File: src/include/tape_ctrl_defines.vh
// constants for the tape framer controller
`ifndef TAPE_CTRL_DEFINES_VH
`define TAPE_CTRL_DEFINES_VH
`define REG_CTRL 8'h00
`define REG_STATUS 8'h04
`define REG_TXDATA 8'h08
`define REG_RXDATA 8'h0C
`define REG_COUNT 8'h10
`define REG_POSITION 8'h18
`define POS_LINE_FULL 16
`define POS_LAST_LINE 17
`define POS_RETRACE 18
`define RETRACE_CYC 8'h20
`define CTRL_MODE_REC 0
`define CTRL_PRESET 1
`define CTRL_CRC_SEL 2
`define CTRL_ENABLE 3
`define CTRL_TERM 4
`define ST_TX_BUSY 0
`define ST_RX_VALID 1
`define ST_SYNC 2
`define ST_CRC_GOOD 3
`define ST_TX_FULL 4
`define BYTES_PER_LINE 8'h05
`define LINES_PER_BLOCK 8'h6B
`define HS_TIMEOUT_NS 2000
`define HS_TIMEOUT_CYC ((`HS_TIMEOUT_NS + 7) / 8)
`endif

File: src/design/tape_framer_ctrl.v
// controller that drives the tape byte framer over its parallel handshake pins
//
// Decided for this implementation: the register offsets and the AHB-Lite interface to the registers.
`timescale 1ns/10ps
`default_nettype none
`include "tape_ctrl_defines.vh"
// Operation
// - eight-bit two-way bus; controller sets direction with bus_dir line
// - record: put byte, raise ready, wait strobe, then drop ready
// - playback: ready means can accept; strobe marks valid byte on bus
// - controller sends five bytes per video line
// - each block spans 107 video lines
// - two checksum bytes start the block's final line
// - termination byte ends final line and resets checksum circuit
// - controller presets checksum generator before block data
// - controller selects checksum at end of data, device sends it
// - device makes line sync in record; controller times bytes to it
// - controller sends first block only after vertical retrace; here retrace_seen only flags it and the handshake does not wait for it
// - controller finds block start from type and identifier fields
// - controller read/write line picks record or playback and sync source
module tape_framer_ctrl #(
	parameter TIMEOUT_CYC = `HS_TIMEOUT_CYC,
	parameter [7:0] LINE_BYTES = `BYTES_PER_LINE,
	parameter [7:0] BLOCK_LINES = `LINES_PER_BLOCK,
	parameter [7:0] RETRACE_CYC = `RETRACE_CYC
) (
	input wire hclk,
	input wire hresetn,
	input wire hsel,
	input wire [31:0] haddr,
	input wire [1:0] htrans,
	input wire hwrite,
	input wire [2:0] hsize,
	input wire [31:0] hwdata,
	input wire hready,
	output wire hreadyout,
	output wire hresp,
	output wire [31:0] hrdata,
	input wire [7:0] data_in,
	output reg [7:0] data_out,
	output reg data_oe,
	output reg ready,
	input wire strobe,
	input wire sync,
	input wire error_status,
	output reg bus_dir,
	output reg rec_mode,
	output reg crc_preset,
	output reg crc_select
);
	localparam S_IDLE = 3'd0;
	localparam S_TX_WAIT = 3'd1;
	localparam S_TX_DROP = 3'd2;
	localparam S_RX_WAIT = 3'd3;
	localparam S_RX_DROP = 3'd4;

	reg [2:0] state;
	reg [2:0] next_state;
	reg ctl_rec;
	reg ctl_enable;
	reg [7:0] tx_byte;
	reg tx_full;
	reg [7:0] rx_byte;
	reg rx_valid;
	reg crc_good;
	reg [15:0] byte_count;
	reg [31:0] rd_value;
	wire wr_en;
	wire [7:0] wr_addr;
	wire [31:0] wr_data;
	wire rd_en;
	wire [7:0] rd_addr;
	wire [2:0] pins;
	wire strobe_s;
	wire sync_s;
	wire err_s;
	reg strobe_d;
	wire strobe_rise;
	wire hs_done;
	reg sync_d;
	wire sync_rise;
	reg [7:0] line_bytes;
	reg [7:0] line_index;
	wire line_full;
	wire last_line;
	wire pos_restart;
	reg [7:0] sync_hi_cyc;
	reg retrace_seen;

	function is_wr;
		input en;
		input [7:0] a;
		input [7:0] target;
		begin
			is_wr = en & (a == target);
		end
	endfunction

	// saturating step, so a count that misses its restart never wraps to zero
	function [7:0] bump_to;
		input [7:0] v;
		input [7:0] cap;
		begin
			if (v == cap) begin
				bump_to = v;
			end else begin
				bump_to = v + 8'h01;
			end
		end
	endfunction

	ahb_regs u_regs (
		.hclk(hclk),
		.hresetn(hresetn),
		.hsel(hsel),
		.haddr(haddr),
		.htrans(htrans),
		.hwrite(hwrite),
		.hsize(hsize),
		.hwdata(hwdata),
		.hready(hready),
		.hreadyout(hreadyout),
		.hresp(hresp),
		.hrdata(hrdata),
		.wr_en(wr_en),
		.wr_addr(wr_addr),
		.wr_data(wr_data),
		.rd_en(rd_en),
		.rd_addr(rd_addr),
		.rd_value(rd_value)
	);

	// strobe, sync and error status come from the device's own clock
	pin_sync #(
		.WIDTH(3)
	) u_sync (
		.hclk(hclk),
		.hresetn(hresetn),
		.pin({error_status, sync, strobe}),
		.level(pins)
	);
	assign strobe_s = pins[0];
	assign sync_s = pins[1];
	assign err_s = pins[2];
	assign strobe_rise = strobe_s & ~strobe_d;
	assign hs_done = (state == S_TX_WAIT | state == S_RX_WAIT) & strobe_rise;
	assign sync_rise = sync_s & ~sync_d;
	assign line_full = (line_bytes == LINE_BYTES);
	assign last_line = (line_index == BLOCK_LINES - 8'h01);
	// preset opens a block and the termination byte closes one; both restart the count
	assign pos_restart = is_wr(wr_en, wr_addr, `REG_CTRL) &
		(wr_data[`CTRL_PRESET] | wr_data[`CTRL_TERM]);

	always @* begin
		rd_value = 32'h00000000;
		case (rd_addr)
			`REG_CTRL: begin
				rd_value[`CTRL_MODE_REC] = ctl_rec;
				rd_value[`CTRL_PRESET] = crc_preset;
				rd_value[`CTRL_CRC_SEL] = crc_select;
				rd_value[`CTRL_ENABLE] = ctl_enable;
			end
			`REG_STATUS: begin
				rd_value[`ST_TX_BUSY] = (state == S_TX_WAIT) | (state == S_TX_DROP);
				rd_value[`ST_RX_VALID] = rx_valid;
				rd_value[`ST_SYNC] = sync_s;
				rd_value[`ST_CRC_GOOD] = crc_good;
				rd_value[`ST_TX_FULL] = tx_full;
			end
			`REG_TXDATA: rd_value[7:0] = tx_byte;
			`REG_RXDATA: rd_value[7:0] = rx_byte;
			`REG_COUNT: rd_value[15:0] = byte_count;
			`REG_POSITION: begin
				rd_value[7:0] = line_bytes;
				rd_value[15:8] = line_index;
				rd_value[`POS_LINE_FULL] = line_full;
				rd_value[`POS_LAST_LINE] = last_line;
				rd_value[`POS_RETRACE] = retrace_seen;
			end
			default: rd_value = 32'h00000000;
		endcase
	end

	always @* begin
		next_state = state;
		case (state)
			S_IDLE: begin
				if (ctl_enable & ctl_rec & tx_full & ~strobe_s) begin
					next_state = S_TX_WAIT;
				end else if (ctl_enable & ~ctl_rec & ~rx_valid & ~strobe_s) begin
					next_state = S_RX_WAIT;
				end
			end
			S_TX_WAIT: begin
				if (strobe_rise) begin
					next_state = S_TX_DROP;
				end
			end
			S_TX_DROP: begin
				if (~strobe_s) begin
					next_state = S_IDLE;
				end
			end
			S_RX_WAIT: begin
				if (strobe_rise) begin
					next_state = S_RX_DROP;
				end
			end
			S_RX_DROP: begin
				if (~strobe_s) begin
					next_state = S_IDLE;
				end
			end
			default: next_state = S_IDLE;
		endcase
	end

	always @(posedge hclk or negedge hresetn) begin
		if (!hresetn) begin
			state <= S_IDLE;
			strobe_d <= 1'b0;
			ctl_rec <= 1'b1;
			ctl_enable <= 1'b0;
			tx_byte <= 8'h00;
			tx_full <= 1'b0;
			rx_byte <= 8'h00;
			rx_valid <= 1'b0;
			crc_good <= 1'b0;
			byte_count <= 16'h0000;
			data_out <= 8'h00;
			data_oe <= 1'b0;
			ready <= 1'b0;
			bus_dir <= 1'b0;
			rec_mode <= 1'b1;
			crc_preset <= 1'b0;
			crc_select <= 1'b0;
			sync_d <= 1'b0;
			line_bytes <= 8'h00;
			line_index <= 8'h00;
			sync_hi_cyc <= 8'h00;
			retrace_seen <= 1'b0;
		end else begin
			state <= next_state;
			strobe_d <= strobe_s;
			sync_d <= sync_s;
			if (is_wr(wr_en, wr_addr, `REG_CTRL)) begin
				ctl_rec <= wr_data[`CTRL_MODE_REC];
				crc_preset <= wr_data[`CTRL_PRESET];
				crc_select <= wr_data[`CTRL_CRC_SEL];
				ctl_enable <= wr_data[`CTRL_ENABLE];
			end
			// mode and direction only move while no handshake is open
			if (state == S_IDLE) begin
				rec_mode <= ctl_rec;
				bus_dir <= ctl_rec;
				data_oe <= ctl_rec;
			end
			if (wr_en & (wr_addr == `REG_COUNT)) begin
				byte_count <= 16'h0000;
			end else if (hs_done) begin
				byte_count <= byte_count + 16'h0001;
			end
			// line sync moves to the next line; the counts saturate rather than wrap
			if (pos_restart) begin
				line_bytes <= 8'h00;
				line_index <= 8'h00;
			end else if (sync_rise) begin
				line_bytes <= 8'h00;
				line_index <= bump_to(line_index, BLOCK_LINES - 8'h01);
			end else if (hs_done) begin
				line_bytes <= bump_to(line_bytes, LINE_BYTES);
			end
			// a sync level held longer than any line pulse marks the vertical retrace
			if (!sync_s) begin
				sync_hi_cyc <= 8'h00;
			end else begin
				sync_hi_cyc <= bump_to(sync_hi_cyc, RETRACE_CYC);
			end
			// the retrace beats a restart in the same cycle
			if (sync_hi_cyc == RETRACE_CYC) begin
				retrace_seen <= 1'b1;
			end else if (pos_restart) begin
				retrace_seen <= 1'b0;
			end
			// the device's strobe clearing the flag beats a software write that sets it
			if (state == S_TX_WAIT & strobe_rise) begin
				tx_full <= 1'b0;
			end else if (is_wr(wr_en, wr_addr, `REG_TXDATA) & ~tx_full) begin
				tx_byte <= wr_data[7:0];
				tx_full <= 1'b1;
			end
			if (state == S_IDLE & next_state == S_TX_WAIT) begin
				data_out <= tx_byte;
				ready <= 1'b1;
			end else if (state == S_TX_WAIT & strobe_rise) begin
				ready <= 1'b0;
			end else if (state == S_IDLE & next_state == S_RX_WAIT) begin
				ready <= 1'b1;
			end else if (state == S_RX_WAIT & strobe_rise) begin
				ready <= 1'b0;
			end
			// reading the received byte releases the holding slot
			if (state == S_RX_WAIT & strobe_rise) begin
				rx_byte <= data_in;
				rx_valid <= 1'b1;
			end else if (rd_en & (rd_addr == `REG_RXDATA)) begin
				rx_valid <= 1'b0;
			end
			// error status is sampled continuously; it only counts as good in playback
			crc_good <= ~ctl_rec & err_s;
		end
	end
endmodule // tape_framer_ctrl
`default_nettype wire

File: src/design/pin_sync.v
// three-stage synchroniser for device pin inputs
`timescale 1ns/10ps
`default_nettype none
module pin_sync #(
	parameter WIDTH = 1
) (
	input wire hclk,
	input wire hresetn,
	input wire [WIDTH-1:0] pin,
	output reg [WIDTH-1:0] level
);
	reg [WIDTH-1:0] s1;
	reg [WIDTH-1:0] s2;
	reg [WIDTH-1:0] s3;
	integer i;
	// s1 only feeds s2; a bit counts once s2 and s3 agree
	always @(posedge hclk or negedge hresetn) begin
		if (!hresetn) begin
			s1 <= {WIDTH{1'b0}};
			s2 <= {WIDTH{1'b0}};
			s3 <= {WIDTH{1'b0}};
			level <= {WIDTH{1'b0}};
		end else begin
			s1 <= pin;
			s2 <= s1;
			s3 <= s2;
			for (i = 0; i < WIDTH; i = i + 1) begin
				if (s2[i] == s3[i]) begin
					level[i] <= s3[i];
				end
			end
		end
	end
endmodule // pin_sync
`default_nettype wire

File: src/design/ahb_regs.v
// ahb-lite slave front end for the controller registers
`timescale 1ns/10ps
`default_nettype none
`include "tape_ctrl_defines.vh"
module ahb_regs (
	input wire hclk,
	input wire hresetn,
	input wire hsel,
	input wire [31:0] haddr,
	input wire [1:0] htrans,
	input wire hwrite,
	input wire [2:0] hsize,
	input wire [31:0] hwdata,
	input wire hready,
	output wire hreadyout,
	output wire hresp,
	output reg [31:0] hrdata,
	output reg wr_en,
	output reg [7:0] wr_addr,
	output reg [31:0] wr_data,
	output wire rd_en,
	output wire [7:0] rd_addr,
	input wire [31:0] rd_value
);
	reg ph_wr;
	reg [7:0] ph_addr;
	wire take;
	assign take = hsel & hready & htrans[1];
	assign hreadyout = 1'b1;
	assign hresp = 1'b0;
	// reads are decoded in the address phase so data stands in the data phase
	assign rd_en = take & ~hwrite;
	assign rd_addr = haddr[7:0];
	always @(posedge hclk or negedge hresetn) begin
		if (!hresetn) begin
			ph_wr <= 1'b0;
			ph_addr <= 8'h00;
			hrdata <= 32'h00000000;
			wr_en <= 1'b0;
			wr_addr <= 8'h00;
			wr_data <= 32'h00000000;
		end else begin
			ph_wr <= take & hwrite;
			ph_addr <= haddr[7:0];
			wr_en <= ph_wr;
			wr_addr <= ph_addr;
			wr_data <= hwdata;
			if (rd_en) begin
				hrdata <= rd_value;
			end
		end
	end
endmodule // ahb_regs
`default_nettype wire

File: config.mk
export PLATFORM = sky130hd
export DESIGN_NAME = tape_framer_ctrl
export DESIGN_NICKNAME = d
export VERILOG_FILES = /design/src/design/tape_framer_ctrl.v /design/src/design/pin_sync.v /design/src/design/ahb_regs.v
export VERILOG_INCLUDE_DIRS = /design/src /design/src/include
export SDC_FILE = /design/constraint.sdc
export NUM_CORES = 1
export LEC_CHECK = 0
export BUFFER_PORTS_ARGS = -buffer_cell sky130_fd_sc_hd__buf_2
export CORE_MARGIN = 10
export CORE_UTILIZATION = 62
export CTS_BUF_LIST = sky130_fd_sc_hd__clkbuf_8
export CTS_CLUSTER_SIZE = 28
export DETAILED_ROUTE_END_ITERATION = 10
export MAX_ROUTING_LAYER = met4
export PLACE_DENSITY = 0.85
export SYNTH_ARGS = -nofsm -noshare
export SYNTH_HDL_FRONTEND = slang
export SYNTH_HIERARCHICAL = 1
export SYNTH_SLANG_ARGS = --single-unit
File: constraint.sdc
create_clock -name hclk -period 3.3 [get_ports hclk]
set_input_delay 0.33 -clock hclk [delete_from_list [all_inputs] [get_ports hclk]]
set_output_delay 0.33 -clock hclk [all_outputs]
set_load 0.02 [all_outputs]
==> impl_metrics.yaml <==
global_routing:
  grt_pass1_vias: 4648
  antenna_found_initial: 0
  grt.total_usage_pct: 19.62
  grt_max_degree: 79
  grt_overflow: 0
  grt_pass1_wl_um: 22840
route:
  wl_per_cell_um: 17.83
  drtAntennaViolNets: 0
  drcViolationCount: 0
  first_pass_iters: 5
  drt-initial-drc-count: 287
  viasPerCell: 5.601
  vias: 4341
  routed_wirelength_um: 13820
clocking:
  clk_pin_slew_ns: 0.08
  cts_setup_buffers: 0
  h-tree-depth: 4
  cts_buffers: 17
  cts.hold.buffers_added: 16
  cts.sinks: 150
  cts_resized: 0
  ctsLongestPathBuffers: 2
  cts_tree: "done"
  root_buffer: "clkbuf_8"
  clk_latency_ns: 0.45
floorplanning:
  die_w_um: 123.7
  start_util_pct: 64.05
  die_y_um: 123.7
  core_area_um2: 10420
  rows: 37
  die_area_um2: 15310
  ios: 133
synth:
  ys.warnings.count: 6
  postSynthCellCount: 526
  synth_area_per_cell_um2: 12.68
  synth_area_um2: 6671
sta:
  slew_headroom_pct: 44.26
  finalCriticalPeriod_ns: 2.369
  fin_skew_ns: 0.009066
  tightest_slew_ns: 0.8360
  fin_crit_sh_pct: 71.78
  rsz0062_at_grt: "no"
  clock.fmax_mhz: 422.2
  slew_violations: 0
  tns_ns: 0
  final-hold-violation-count: 0
  finalSetupViolCount: 0
critical_path:
  startpoint_type: "primary input"
  crit_type: "in -> reg"
  arrival_ns: 2.75
  reg2reg_depth: 4
  crit_fanout: 8
  end_kind: "register"
  required_ns: 3.68
place:
  hpwl_um: 9673
  place_inst: 727
  post_dp_cell_area_um2: 7107
  place_congestion: 0.8651
  portBuffers: 78
cells_and_area:
  area_growth_pct: 15.89
  stdcell_area_um2: 7731
  multi_input_area_um2: 2685
  final_nets: 718
  stdcell_count: 775
  nFillCells: 672
  drive_gt1_share_pct: 30.67
  antenna_cells: 0
  seq_area_um2: 3756
outcome:
  status: "finished, final reports clean"
pwr:
  peakVddDrop_mv: 0.5391
  powerDensity_nw_per_um2: 524.1
  leakage_uw: 0.003732
job:
  maxCapViolations: 0
min_path:
  worstHoldPathCells: 1
  hold_path.class: "in -> reg"
cells in the final DEF, fill, tap and decap left out, drive strengths merged, types with 4 or more instances in the layout:
master and instances:
nand2 21, mux2i 13, nor4 5, nor2 47, mux2 63, dlygate4sd3 16
nand4 9, o21ai 7, xnor2 20, a211oi 4, mux4 4, dfrtp 148
clkbuf 20, ha 7, conb 15, or3 5, nand3 13, o22ai 7
nor2b 8, inv 22, a21oi 13, a22oi 6, bufinv 4, buf 81
and2 8, nand2b 4, xor2 9, and3 4, nor3 12
area by class of cell:
class / count / area share, %
multi-input cells: 343 / 34.73
well taps: 136 / 2.201
clock inverters: 12 / 2.444
flip-flops and latches: 150 / 48.58
clock buffers: 20 / 3.560
repair buffers: 97 / 7.655
inverters: 17 / 0.8254
report_power, final:
group	internal, uW	leakage (uW)	total (uW)	switching (uW)
registers	1940	0.00194	2040	99.8
logic	187	0.00156	404	217
clock network	900	0.000231	1600	703
total	3030	0.00373	4050	1020
critical path, stage by stage:
cell and delay, ns:
dlygate4sd3_1 0.54, buf_2 0.13, or4_4 0.57, or3_1 0.46, or2_1 0.38, nor2_1 0.18, mux2_4 0.16
stage by stage:
step | hold slack (ns) | util [%] | worst slack [ns] | total power [uW]
6_report | 0.05067 | 74.22 | 0.9312 | 4052
3_3_place_gp | 0.3322 | 68.23 | 1.096 | 2446
4_1_cts | 0.01882 | 74.22 | 0.9611 | 4090
5_1_grt | 0.01965 | 74.22 | 0.8384 | 4229
2_1_floorplan | 0.03441 | - | 1.258 | 2324
3_5_place_dp | 0.3347 | 68.23 | 1.046 | 2469
worst paths after layout:
path | end | slack (ns) | start
min reg2reg | u_regs/wr_addr[3] | 0.35 | u_regs/ph_addr[3]
min in group asynchronous | u_regs/hrdata[21] | 0.47 | hresetn
max | u_regs/hrdata[9] | 0.93 | haddr[5]
max in group asynchronous | ctl_rec | 1.96 | hresetn
max reg2reg | tx_byte[1] | 1.02 | u_regs/wr_addr[0]
min | u_regs/ph_addr[0] | 0.05 | haddr[0]
state kept, by name, indices dropped and copies added (netlist names), 3 cells and up:
signal          count
u_sync/level        3
sync_hi_cyc         8
tx_byte             8
rx_byte             8
u_regs/wr_data      8
u_regs/hrdata      32
state               3
line_bytes          8
u_regs/wr_addr      8
u_sync/s3           3
line_index          8
data_out            8
byte_count         16
u_regs/ph_addr      8
u_sync/s2           3
u_sync/s1           3
routing by layer:
metal  global-route usage (%)  wire length [um]  up-vias
met3                    5.611               728       22
met2                    30.17              6808      112
met5                        -                 0        -
met1                    24.00              6038     2182
li1                         -                 -     2025
met4                    8.006               243        0
(Power assumes the default switching activity.)
